===== config.mk =====
export PLATFORM = sky130hd
export DESIGN_NAME = prc_top
export DESIGN_NICKNAME = d
export VERILOG_FILES = /design/src/rtl/prc_lock_timer.v /design/src/rtl/prc_top.v
export VERILOG_INCLUDE_DIRS = /design/src /design/src/rtl
export SDC_FILE = /design/constraint.sdc
export NUM_CORES = 1
export LEC_CHECK = 0
export ABC_AREA = 1
export ABC_CLOCK_PERIOD_IN_PS = 3750
export BUFFER_PORTS_ARGS = -buffer_cell sky130_fd_sc_hd__buf_2
export CELL_PAD_IN_SITES_DETAIL_PLACEMENT = 0
export CELL_PAD_IN_SITES_GLOBAL_PLACEMENT = 1
export CORE_ASPECT_RATIO = 1.2
export CORE_MARGIN = 2
export CORE_UTILIZATION = 45
export DETAILED_ROUTE_END_ITERATION = 8
export MAX_ROUTING_LAYER = met4
export PLACE_DENSITY = 0.85
export SLEW_MARGIN = 25
export SYNTH_ARGS = -nofsm -noshare
export SYNTH_HDL_FRONTEND = slang
export SYNTH_HIERARCHICAL = 1
export SYNTH_SLANG_ARGS = --single-unit
export TNS_END_PERCENT = 50

===== constraint.sdc =====
create_clock -name clk -period 3.75 [get_ports clk]
set_input_delay 0.5625 -clock clk [delete_from_list [all_inputs] [get_ports clk]]
set_output_delay 0.5625 -clock clk [all_outputs]
set_load 0.01 [all_outputs]

===== src/rtl/prc_map.vh =====
// Purpose: constants for the pll reconfiguration controller
// Assumes: byte addresses on a 32-bit avalon-mm slave
// Notes:   every offset, control and interrupt field and count lives here, and each image reset value but the post phase one
`ifndef PRC_MAP_VH
`define PRC_MAP_VH

// ----------------------------------------
// timing
// ----------------------------------------
`define PRC_CLK_MHZ 50
`define PRC_LOCK_NS 10000
`define PRC_LOCK_CYC ((`PRC_LOCK_NS * `PRC_CLK_MHZ + 999) / 1000)
`define PRC_SCAN_BITS 144
`define PRC_PHASE_CYC 4

// ----------------------------------------
// register byte offsets
// ----------------------------------------
`define PRC_OFS_CTRL 8'h00
`define PRC_OFS_STATUS 8'h04
`define PRC_OFS_ISTAT 8'h08
`define PRC_OFS_IMASK 8'h0C
`define PRC_OFS_SLOOP 8'h10
`define PRC_OFS_ALOOP 8'h14
`define PRC_OFS_ELOOP 8'h18
`define PRC_OFS_PHASE 8'h1C
`define PRC_OFS_SPOST 8'h20
`define PRC_OFS_APOST 8'h40
`define PRC_NUM_POST 5

// ----------------------------------------
// control fields
// ----------------------------------------
`define PRC_CTRL_START 0
`define PRC_CTRL_ARST 1
`define PRC_CTRL_STEP 2
`define PRC_CTRL_DIR 3
`define PRC_CTRL_SEL 6:4
`define PRC_SEL_M 3'h5
`define PRC_SEL_ALL 3'h6

// ----------------------------------------
// interrupt status bits
// ----------------------------------------
`define PRC_IRQ_SCAN 0
`define PRC_IRQ_PHASE 1
`define PRC_IRQ_LOST 2
`define PRC_IRQ_GAIN 3
`define PRC_IRQ_W 4

// ----------------------------------------
// settings layout and image values
// ----------------------------------------
`define PRC_LOOP_W 24
`define PRC_IMG_LOOP 24'h01_0101
`define PRC_IMG_POST 8'h01
`define PRC_IMG_MPH 3'h0

`endif


===== src/rtl/prc_lock_timer.v =====
// Purpose: models lock acquisition of the loop as a fixed wait
// Assumes: restart is a one-cycle pulse, hold is a level
// Notes:   lock drops at once on restart or hold
`timescale 1ns/10ps
`include "prc_map.vh"

module prc_lock_timer #(
   parameter LOCK_CYC = `PRC_LOCK_CYC
) (
   input wire clk,          // system clock
   input wire sys_rst,      // sync reset, active high
   input wire restart,      // begin a new acquisition
   input wire hold,         // pll reset level
   output reg locked        // lock indication
);

   reg [15:0] cnt_reg;

   // ----------------------------------------
   // acquisition counter
   // ----------------------------------------
   // counter restarts from zero so a late change gives a full wait
   always @(posedge clk) begin
      if (sys_rst || restart || hold) begin
         cnt_reg <= 16'h0000;
         locked <= 1'b0;
      end else if (!locked) begin
         if (cnt_reg == LOCK_CYC[15:0] - 16'h0001) begin
            locked <= 1'b1;
         end
         cnt_reg <= cnt_reg + 16'h0001;
      end
   end

endmodule


===== src/rtl/prc_top.v =====
// Purpose: register-driven pll reconfiguration and phase-step controller
// Assumes: clk doubles as the free-running scan clock
// Notes:   avalon-mm slave, one wait state on every access
//
// The implementer's own choices: the address map and the Avalon-MM slave port.
`timescale 1ns/10ps
`include "prc_map.vh"

module prc_top #(
   parameter LOCK_CYC = `PRC_LOCK_CYC
) (
   input wire clk,                 // system and scan clock
   input wire sys_rst,             // sync reset, active high
   input wire [7:0] avm_address,   // byte address
   input wire avm_read,            // read request
   input wire avm_write,           // write request
   input wire [31:0] avm_writedata, // write data
   output reg [31:0] avm_readdata, // read data
   output reg avm_waitrequest,     // stall, low for the answer
   output reg irq,                 // level interrupt
   output wire pll_locked,         // lock indication
   output reg scan_done,           // reconfiguration complete pulse
   output reg recfg_busy,          // reconfiguration in progress
   output reg phase_done           // phase step complete
);

   // ----------------------------------------
   // declarations
   // ----------------------------------------
   localparam ST_IDLE = 2'd0;
   localparam ST_SHIFT = 2'd1;
   localparam ST_APPLY = 2'd2;

   reg [1:0] state_reg;
   reg [7:0] scan_cnt_reg;
   reg [2:0] ph_cnt_reg;
   reg ph_dir_reg;
   reg [2:0] ph_sel_reg;
   reg arst_reg;
   reg chain_loaded_reg;
   reg [`PRC_LOOP_W-1:0] shd_loop_reg;
   reg [`PRC_LOOP_W-1:0] act_loop_reg;
   reg [`PRC_LOOP_W-1:0] eff_loop_reg;
   reg [7:0] shd_post_reg [0:`PRC_NUM_POST-1];
   reg [7:0] act_post_reg [0:`PRC_NUM_POST-1];
   reg [2:0] ph_post_reg [0:`PRC_NUM_POST-1];
   reg [2:0] ph_m_reg;
   reg [`PRC_IRQ_W-1:0] istat_reg;
   reg [`PRC_IRQ_W-1:0] imask_reg;
   reg [`PRC_IRQ_W-1:0] ev_next;
   reg lock_d_reg;
   reg relock_reg;
   reg [31:0] rdata_next;
   wire wr_go;
   wire req_new;
   wire start_req;
   wire step_req;
   wire lock_rise;
   wire lock_fall;
   integer i;

   // ----------------------------------------
   // helpers
   // ----------------------------------------
   // one eighth step, wraps through the octant
   function [2:0] prc_step;
      input [2:0] ph;
      input dir;
      begin
         if (dir) begin
            prc_step = ph - 3'h1;
         end else begin
            prc_step = ph + 3'h1;
         end
      end
   endfunction

   // index of a post-scale word at a given base, or 7 when outside
   function [2:0] prc_post_idx;
      input [7:0] addr;
      input [7:0] base;
      reg [7:0] d;
      begin
         d = addr - base;
         if (addr >= base && d[1:0] == 2'b00 && d[7:2] < `PRC_NUM_POST) begin
            prc_post_idx = d[4:2];
         end else begin
            prc_post_idx = 3'h7;
         end
      end
   endfunction

   // ----------------------------------------
   // bus strobes
   // ----------------------------------------
   assign req_new = (avm_read || avm_write) && avm_waitrequest;
   assign wr_go = avm_write && !avm_waitrequest;
   assign start_req = wr_go && avm_address == `PRC_OFS_CTRL && avm_writedata[`PRC_CTRL_START];
   assign step_req = wr_go && avm_address == `PRC_OFS_CTRL && avm_writedata[`PRC_CTRL_STEP];
   assign lock_rise = pll_locked && !lock_d_reg;
   assign lock_fall = !pll_locked && lock_d_reg;

   // ----------------------------------------
   // lock model
   // ----------------------------------------
   prc_lock_timer #(
      .LOCK_CYC(LOCK_CYC)
   ) u_lock (
      .clk(clk),
      .sys_rst(sys_rst),
      .restart(relock_reg),
      .hold(arst_reg),
      .locked(pll_locked)
   );

   // ----------------------------------------
   // avalon handshake and read mux
   // ----------------------------------------
   // a fixed single wait state keeps the read mux off the critical path
   always @(posedge clk) begin
      if (sys_rst) begin
         avm_waitrequest <= 1'b1;
         avm_readdata <= 32'h0000_0000;
      end else begin
         avm_waitrequest <= !req_new;
         if (req_new && avm_read) begin
            avm_readdata <= rdata_next;
         end
      end
   end

   always @* begin
      rdata_next = 32'h0000_0000;
      case (avm_address)
         `PRC_OFS_CTRL: rdata_next = {25'h0, ph_sel_reg, ph_dir_reg, 1'b0, arst_reg, 1'b0};
         `PRC_OFS_STATUS: rdata_next = {28'h0, chain_loaded_reg, phase_done, recfg_busy, pll_locked};
         `PRC_OFS_ISTAT: rdata_next = {28'h0, istat_reg};
         `PRC_OFS_IMASK: rdata_next = {28'h0, imask_reg};
         `PRC_OFS_SLOOP: rdata_next = {8'h00, shd_loop_reg};
         `PRC_OFS_ALOOP: rdata_next = {8'h00, act_loop_reg};
         `PRC_OFS_ELOOP: rdata_next = {8'h00, eff_loop_reg};
         `PRC_OFS_PHASE: rdata_next = {14'h0, ph_m_reg, ph_post_reg[4], ph_post_reg[3],
                                       ph_post_reg[2], ph_post_reg[1], ph_post_reg[0]};
         default: begin
            if (prc_post_idx(avm_address, `PRC_OFS_SPOST) != 3'h7) begin
               rdata_next = {24'h0, shd_post_reg[prc_post_idx(avm_address, `PRC_OFS_SPOST)]};
            end else if (prc_post_idx(avm_address, `PRC_OFS_APOST) != 3'h7) begin
               rdata_next = {24'h0, act_post_reg[prc_post_idx(avm_address, `PRC_OFS_APOST)]};
            end
         end
      endcase
   end

   // ----------------------------------------
   // scan chain shadow
   // ----------------------------------------
   // shadow starts blank; nothing is applied until software fills it
   always @(posedge clk) begin
      if (sys_rst) begin
         shd_loop_reg <= {`PRC_LOOP_W{1'b0}};
         chain_loaded_reg <= 1'b0;
         for (i = 0; i < `PRC_NUM_POST; i = i + 1) begin
            shd_post_reg[i] <= 8'h00;
         end
      end else if (wr_go && state_reg == ST_IDLE) begin
         if (avm_address == `PRC_OFS_SLOOP) begin
            shd_loop_reg <= avm_writedata[`PRC_LOOP_W-1:0];
            chain_loaded_reg <= 1'b1;
         end
         for (i = 0; i < `PRC_NUM_POST; i = i + 1) begin
            if (prc_post_idx(avm_address, `PRC_OFS_SPOST) == i[2:0]) begin
               shd_post_reg[i] <= avm_writedata[7:0];
               chain_loaded_reg <= 1'b1;
            end
         end
      end
   end

   // ----------------------------------------
   // reconfiguration sequencer
   // ----------------------------------------
   // the shift runs on the free clock, no gating of the scan clock needed
   always @(posedge clk) begin
      if (sys_rst) begin
         state_reg <= ST_IDLE;
         scan_cnt_reg <= 8'h00;
         recfg_busy <= 1'b0;
         scan_done <= 1'b0;
      end else begin
         scan_done <= 1'b0;
         case (state_reg)
            ST_IDLE: begin
               if (start_req && chain_loaded_reg && !recfg_busy) begin
                  state_reg <= ST_SHIFT;
                  recfg_busy <= 1'b1;
                  scan_cnt_reg <= 8'h00;
               end
            end
            ST_SHIFT: begin
               scan_cnt_reg <= scan_cnt_reg + 8'h01;
               if (scan_cnt_reg == `PRC_SCAN_BITS - 1) begin
                  state_reg <= ST_APPLY;
               end
            end
            ST_APPLY: begin
               state_reg <= ST_IDLE;
               recfg_busy <= 1'b0;
               scan_done <= 1'b1;
            end
            default: begin
               state_reg <= ST_IDLE;
               recfg_busy <= 1'b0;
            end
         endcase
      end
   end

   // ----------------------------------------
   // active settings and phase stepping
   // ----------------------------------------
   // loop change restarts lock; post words alone never touch it
   always @(posedge clk) begin
      if (sys_rst) begin
         act_loop_reg <= `PRC_IMG_LOOP;
         ph_m_reg <= `PRC_IMG_MPH;
         relock_reg <= 1'b0;
         ph_cnt_reg <= 3'h0;
         ph_dir_reg <= 1'b0;
         ph_sel_reg <= 3'h0;
         phase_done <= 1'b1;
         for (i = 0; i < `PRC_NUM_POST; i = i + 1) begin
            act_post_reg[i] <= `PRC_IMG_POST;
            ph_post_reg[i] <= 3'h0;
         end
      end else begin
         relock_reg <= 1'b0;
         if (state_reg == ST_APPLY) begin
            act_loop_reg <= shd_loop_reg;
            if (shd_loop_reg != act_loop_reg) begin
               relock_reg <= 1'b1;
            end
            for (i = 0; i < `PRC_NUM_POST; i = i + 1) begin
               act_post_reg[i] <= shd_post_reg[i];
            end
         end
         if (arst_reg) begin
            // pll reset empties the phase accumulators and aborts a step
            ph_m_reg <= 3'h0;
            ph_cnt_reg <= 3'h0;
            phase_done <= 1'b1;
            for (i = 0; i < `PRC_NUM_POST; i = i + 1) begin
               ph_post_reg[i] <= 3'h0;
            end
         end else if (step_req && phase_done) begin
            phase_done <= 1'b0;
            ph_cnt_reg <= 3'h0;
            ph_dir_reg <= avm_writedata[`PRC_CTRL_DIR];
            ph_sel_reg <= avm_writedata[`PRC_CTRL_SEL];
         end else if (!phase_done) begin
            ph_cnt_reg <= ph_cnt_reg + 3'h1;
            if (ph_cnt_reg == `PRC_PHASE_CYC - 1) begin
               phase_done <= 1'b1;
               if (ph_sel_reg == `PRC_SEL_M) begin
                  ph_m_reg <= prc_step(ph_m_reg, ph_dir_reg);
                  relock_reg <= 1'b1;
               end
               for (i = 0; i < `PRC_NUM_POST; i = i + 1) begin
                  if (ph_sel_reg == `PRC_SEL_ALL || ph_sel_reg == i[2:0]) begin
                     ph_post_reg[i] <= prc_step(ph_post_reg[i], ph_dir_reg);
                  end
               end
            end
         end
      end
   end

   // ----------------------------------------
   // effective frequency and pll reset
   // ----------------------------------------
   // a post-only reconfiguration leaves lock high, so eff stays put
   always @(posedge clk) begin
      if (sys_rst) begin
         eff_loop_reg <= `PRC_IMG_LOOP;
         arst_reg <= 1'b0;
         lock_d_reg <= 1'b0;
      end else begin
         lock_d_reg <= pll_locked;
         if (lock_rise) begin
            eff_loop_reg <= act_loop_reg;
         end
         if (wr_go && avm_address == `PRC_OFS_CTRL) begin
            arst_reg <= avm_writedata[`PRC_CTRL_ARST];
         end
      end
   end

   // ----------------------------------------
   // interrupts
   // ----------------------------------------
   always @* begin
      ev_next = {`PRC_IRQ_W{1'b0}};
      ev_next[`PRC_IRQ_SCAN] = state_reg == ST_APPLY;
      ev_next[`PRC_IRQ_PHASE] = !phase_done && !arst_reg && ph_cnt_reg == `PRC_PHASE_CYC - 1;
      ev_next[`PRC_IRQ_LOST] = lock_fall;
      ev_next[`PRC_IRQ_GAIN] = lock_rise;
   end

   // set beats a same-cycle write-one clear
   always @(posedge clk) begin
      if (sys_rst) begin
         istat_reg <= {`PRC_IRQ_W{1'b0}};
         imask_reg <= {`PRC_IRQ_W{1'b0}};
         irq <= 1'b0;
      end else begin
         if (wr_go && avm_address == `PRC_OFS_ISTAT) begin
            istat_reg <= (istat_reg & ~avm_writedata[`PRC_IRQ_W-1:0]) | ev_next;
         end else begin
            istat_reg <= istat_reg | ev_next;
         end
         if (wr_go && avm_address == `PRC_OFS_IMASK) begin
            imask_reg <= avm_writedata[`PRC_IRQ_W-1:0];
         end
         irq <= |(istat_reg & imask_reg);
      end
   end

endmodule


==> flow_summary.yaml, run 1 <==
run_status:
  outcome: "finished clean"
cts:
  htree_levels: 1
  path_clk_slew_ns: 0.06
  cts_hold_buf: 0
  cts_root_buf: "clkbuf_16"
  cts_sinks: 245
  cts-resized-gates: 0
  clk_path_buf_depth: 3
  cts_inserted_buffers: 25
  clkLatencyLatePin_ns: 0.51
  postCtsSetupRepairBufs: 0
  cts_tree: "built"
yosys:
  syn_area_per_cell_sq_um: 8.115
  synthFlopType: "dfxtp_1"
  yosys_warnings: 6
  netlist_top_cells_area: "dfxtp_1 26%, edfxtp_1 25%, nand2_1 9.1%"
  synth_largest_area_cell: "dfxtp_1"
  async_reset_ff_frac: 0
  syn_area_sq_mm: 0.01140
  synth-edff-count: 95
  synth_cells: 1405
  synth_cell_types: 47
  netlist.area_leader.share: 0.2634
  yosys_register_bits: 245
  ys_seq_area_frac: 0.5136
routing:
  via_per_inst: 5.104
  drcViolationCount: 0
  routed_wl_um: 29030
  ant_nets: 0
  avgRoutedWirePerCell_um: 16.04
  drtIter0Drc: 547
  firstDrtPassIters: 5
  vias: 9238
grt:
  grtUsageMet1: 0.2663
  grt_use_met3: 0.02737
  grt_pass1_vias: 8763
  grtUsageTotal: 0.2257
  grt_first_pass_wirelength_um: 45550
  antenna_found_initial: 1
  grt_max_degree: 46
  busiest_layer: "met2"
  met2_usage: 0.3963
  grt_overflow_total: 0
pwr:
  power_leakage_nw: 5.190
  peakVddDrop_uv: 391.5
  power_density_mw_per_mm2: 429.3
floorplan:
  pin_count: 82
  initial_core_util: 0.4592
  core_sq_mm: 0.02483
  fp.dieH_um: 178.4
  die_area_sq_mm: 0.02663
  row_count: 63
  die_w_um: 149.3
sta:
  worst_pin_slew_ns: 0.9331
  fin_ws_ns: 1.325
  maxSlewHeadroom: 0.3746
  fmax_mhz: 412.4
  min_period_ns: 2.425
  skew_ns: 0.02026
  finalMaxSlewViolations: 0
  fin_crit_sh: 0.6467
  setup_tns_ns: 0
  rsz0062_at_grt: "no"
  setup_violations: 0
  final-hold-violation-count: 0
place:
  numPortBuffers: 65
  placed_cell_area_sq_mm: 0.01203
  placed_cells: 1763
  post-place-ws_ns: 0.8027
  dpl.hpwl_um: 20920
  finalWeightedCongestion: 0.8499
setup_path:
  path_cells: "buf_2 -> inv_2 -> nand2_1 -> inv_2 -> nand2_1 -> inv_2 -> nand2_2 -> inv_2 -> nand2_1 -> o21ai_0 -> nor3_1 -> nor2_1 -> nand2_1 -> a21oi_1"
  crit_path_max_fanout: 26
  crit_path_top_delay_cell: "buf_2"
  arrival_ns: 2.83
  cp_slowest_stage_delay_ns: 0.41
  worstSetupEndpointType: "register"
  setup.worst_path.class: "in -> reg"
  worstPathRequired_ns: 4.15
  startpoint_type: "input pin"
layout:
  stdcell_count: 1810
  syn_to_final_growth_pct: 12.66
  drive_gt1_frac: 0.1159
  nets: 1520
  fin_area_sq_mm: 0.01285
job:
  maxCapViolCount: 0
worst_hold_path:
  hp-class: "in -> reg"
[cell type report]
type                            instances  area, sq um
Inverter                              200        750.7
Clock inverter                         14        141.4
Sequential cell                       245         5856
Multi-Input combinational cell        907         4522
Timing Repair Buffer                   86        495.5
Clock buffer                           32        671.9
Fill cell                            2380        11980
Tap cell                              325        406.6
Antenna cell                            1        2.502
[cells in the final DEF (no fill, tap or decap), types with 8 or more instances in the layout]
| master | instances |
|---|---|
| a21oi_1 | 107 |
| buf_2 | 65 |
| inv_1 | 187 |
| conb_1 | 8 |
| o2111ai_1 | 9 |
| dfxtp_1 | 150 |
| nor2_1 | 170 |
| nor2_2 | 11 |
| xnor2_1 | 16 |
| nand3_1 | 44 |
| xor2_1 | 14 |
| clkbuf_16 | 25 |
| o22ai_1 | 33 |
| edfxtp_1 | 95 |
| buf_4 | 20 |
| o21ai_0 | 111 |
| nand2_1 | 277 |
| nand4_1 | 22 |
| nor3_1 | 12 |
| nor2_4 | 8 |
| inv_2 | 12 |
[synthesized netlist by cell type (10+ instances only)]
cell type  count
nand2_1      277
inv_1        187
nor2_1       171
dfxtp_1      150
o21ai_0      111
a21oi_1      107
edfxtp_1      95
nand3_1       44
clkbuf_1      36
o22ai_1       33
nand4_1       22
xnor2_1       16
xor2_1        14
nor3_1        12
buf_4         11
inv_2         11
nor2_2        10
[through the flow]
step	util	power, W	hold slack (ns)
after global routing	0.5174	0.005691	0.2724
final	0.5174	0.005515	0.2677
after global placement	0.4845	0.003098	0.4398
after detailed placement	0.4845	0.003101	0.4482
after CTS	0.5173	0.005558	0.2586
after floorplan	-	0.003019	0.4303
[routing by layer]
metal,share of wire,wire length (um)
met4,0.034,1000
met3,0.050,1463
met5,0,0
met1,0.41,11900
met2,0.51,14660
[critical path, delay by kind of cell]
family          cells  cell delay, ns
compound gates      2            0.13
buf+inv             5            1.02
simple gates        7            1.08
[final timing paths]
path	from	to	slack, ns	cells after the start
worst max-delay path	avm_address[2]	avm_readdata[5]	1.33	14
worst min-delay path	avm_writedata[21]	shd_loop_reg[21]	0.27	3
worst max register to register	avm_waitrequest	shd_post_reg[2][5]	1.37	5
worst min register to register	eff_loop_reg[2]	eff_loop_reg[2]	0.46	2
[power breakdown]
group	switching, W	internal, W
combinational	0.000169	0.0000628
clock	0.00100	0.00147
sequential	0.0000166	0.00279
total	0.00119	0.00433
[kinds of logic after synthesis]
family	count (synthesis)	share of synthesized area
fa+ha+maj	11	0.01602
other cells	1	0.0003289
flops	245	0.5136
buf+inv	260	0.09239
simple gates	571	0.2153
xor+xnor	30	0.02304
compound gates	287	0.1394
No activity file was read; power rests on OpenSTA's default activity.
==> run 2, diff against run 1 <==
Settings changed: ABC_AREA 1 to 0, ABC_CLOCK_PERIOD_IN_PS 3750 to 2000, CORE_UTILIZATION 45 to 43, PLACE_DENSITY 0.85 to 0.82.
Clock period 3.75 ns to 2 ns, I/O delays scaled along.
==> flow_summary.yaml, run 2 <==
setup_path:
  startpoint_type: "register"
  worstSetupEndpointType: "register"
  cpMostUsedCell: "xnor2_1"
  crit_path_max_fanout: 6
  critical_path_buf_inv_count: 1
  setup.worst_path.class: "reg -> reg"
  worstPathRequired_ns: 2.29
  cp_slowest_stage_delay_ns: 0.50
  crit_path_top_delay_cell: "fa_1"
  crit_family: "adder cells"
  path_cells: "inv_1 -> fa_1 -> xnor2_1 -> xnor2_1 -> nor2_1"
  arrival_ns: 2.08
pwr:
  power_leakage_nw: 5.047
  power_density_mw_per_mm2: 838.4
  clkPwrFrac: 0.464
  p_sw_w: 0.002547
  combPwrFrac: 0.061
  peakVddDrop_uv: 753.6
  seqPwrFrac: 0.476
  swShare: 0.2263
  p_int_w: 0.008707
routing:
  routed_wl_um: 30670
  ant_nets: 0
  avgRoutedWirePerCell_um: 19.66
  via_per_inst: 5.599
  vias: 8735
  drtIter0Drc: 561
  firstDrtPassIters: 5
  drcViolationCount: 0
cts:
  postCtsSetupRepairBufs: 0
  cts_sinks: 245
  cts_inserted_buffers: 26
  cts_root_buf: "clkbuf_16"
  cts_tree: "built"
  htree_levels: 1
  cts_hold_buf: 1
  path_clk_slew_ns: 0.06
  clk_path_buf_depth: 3
  clkLatencyLatePin_ns: 0.53
  cts-resized-gates: 0
layout:
  fin_area_sq_mm: 0.01342
  drive_gt1_frac: 0.2116
  stdcell_count: 1560
  final_common_cell: "dfxtp_1"
  syn_to_final_growth_pct: 20.71
  fillers: 2285
  nets: 1264
  final_cell_mix: "150 x dfxtp_1, 146 x nand2_1, 95 x edfxtp_1, 85 x a21oi_1, 77 x nor2_1"
yosys:
  synth_cells: 1091
  synthFlopType: "dfxtp_1"
  syn_area_sq_mm: 0.01112
  netlist_top_cells_area: "dfxtp_1 27%, edfxtp_1 26%, nand2_1 5.0%"
  async_reset_ff_frac: 0
  synth_largest_area_cell: "dfxtp_1"
  netlist.area_leader.share: 0.2700
  ys_seq_area_frac: 0.5266
  yosys_warnings: 6
  syn_area_per_cell_sq_um: 10.19
  synth_most_common_cell: "dfxtp_1"
  synth-edff-count: 95
  yosys_register_bits: 245
  synth_cell_types: 77
  ys_top_cells_by_count: "150 x dfxtp_1, 148 x nand2_1, 95 x edfxtp_1"
place:
  dpl.hpwl_um: 21860
  placed_cells: 1510
  placed_cell_area_sq_mm: 0.01247
  finalWeightedCongestion: 0.9553
  numPortBuffers: 65
sta:
  fin_crit_sh: 0.8954
  final-hold-violation-count: 0
  worst_pin_slew_ns: 0.5930
  skew_ns: 0.008621
  rsz0062_at_grt: "no"
  maxSlewHeadroom: 0.6046
  setup_tns_ns: 0
  setup_violations: 0
  fmax_mhz: 558.4
  finalMaxSlewViolations: 0
  min_period_ns: 1.791
floorplan:
  row_count: 64
  pin_count: 82
  fp.dieH_um: 180.2
  core_sq_mm: 0.02546
  die_area_sq_mm: 0.02717
  initial_core_util: 0.4367
  die_w_um: 150.8
job:
  maxCapViolCount: 0
grt:
  grt_first_pass_wirelength_um: 48010
  grtUsageTotal: 0.2335
  grt_overflow_total: 0
  grt_max_degree: 44
  antenna_found_initial: 1
  grt_pass1_vias: 8568
worst_hold_path:
  hp-class: "in -> reg"
run_status:
  outcome: "finished clean"
## run 2: cell types whose count changed in the layout (fill, tap and decap cells not counted), moves of 17 or more
cell | previous run | this run
a21oi_1 | 107 | 85
o22ai_1 | 33 | 5
buf_12 | 1 | 18
nor2_1 | 170 | 77
nand2_1 | 277 | 146
a22oi_1 | 2 | 26
inv_1 | 187 | 28
xnor2_1 | 16 | 33
a22o_1 | 4 | 21
o21ai_0 | 111 | 28
and2_1 | 1 | 38
buf_4 | 20 | 75
nand3_1 | 44 | 22
## run 2: path summary, 6_finish.rpt
path,start,endpoint,slack [ns],cells after the start
setup / recovery,ph_dir_reg,ph_post_reg[0][5],0.21,5
setup reg to reg,ph_dir_reg,ph_post_reg[0][5],0.21,5
hold / removal,avm_writedata[15],shd_loop_reg[15],0.006,3
hold reg to reg,eff_loop_reg[14],eff_loop_reg[14],0.46,2
## run 2: metrics by stage
stage                     hold WS (ns)  total power (W)  utilization  setup WS, ns
after floorplan                 0.4159         0.005801            -     -0.005991
after global placement          0.4288         0.006130       0.4897       -0.1849
after detailed placement        0.4468         0.006142       0.4897       -0.2068
after CTS                    0.0004625          0.01134       0.5271        0.1956
after global routing          0.005741          0.01160       0.5272       0.06076
final                         0.006017          0.01125       0.5272        0.2091
## run 2: worst min-delay path: stages
cell and delay (ns):
buf_2 0.09, nand2_1 0.04, a21oi_1 0.05
## run 2: cells by family (layout without fill, tap and decap cells)
kind of cell	after synthesis	in the layout	synth area share
AOI/OAI and AO/OA	244	244	0.1493
xor gates and xnor gates	52	52	0.04095
adders and majority gates	12	12	0.01744
buffers and inverters	104	235	0.04140
DFF	245	245	0.5266
muxes	32	32	0.03690
other	1	9	0.0003372
and+or+nand+nor	401	401	0.1871
## run 2: metal layers
layer  share of wire  up-vias  GRT usage
met5               0        -          -
met4           0.040        0    0.08449
met3           0.053       72    0.03316
met2            0.50      257     0.3965
met1            0.40     4254     0.2813
li1                -     4152          -
## run 2: layout make-up
cell class              count  area, sq um  area share
repair buffers            159         1259     0.09376
clock buffers              29        725.7     0.05406
well taps                 330        412.9     0.03076
clock inverters            19        215.2     0.01603
inverters                  28        105.1    0.007829
diodes                      1        2.502   0.0001864
flip-flops and latches    245         5856      0.4362
multi-input cells         749         4848      0.3612
## run 2: power by group through the flow
| stage | clock network (W) | registers, W | logic, W |
|---|---|---|---|
| 6_report | 0.00522 | 0.00535 | 0.000686 |
| 3_5_place_dp | 0 | 0.00546 | 0.000682 |
| 4_1_cts | 0.00530 | 0.00535 | 0.000687 |
| 5_1_grt | 0.00550 | 0.00536 | 0.000739 |
| 3_3_place_gp | 0 | 0.00546 | 0.000673 |
| 2_1_floorplan | 0 | 0.00545 | 0.000347 |
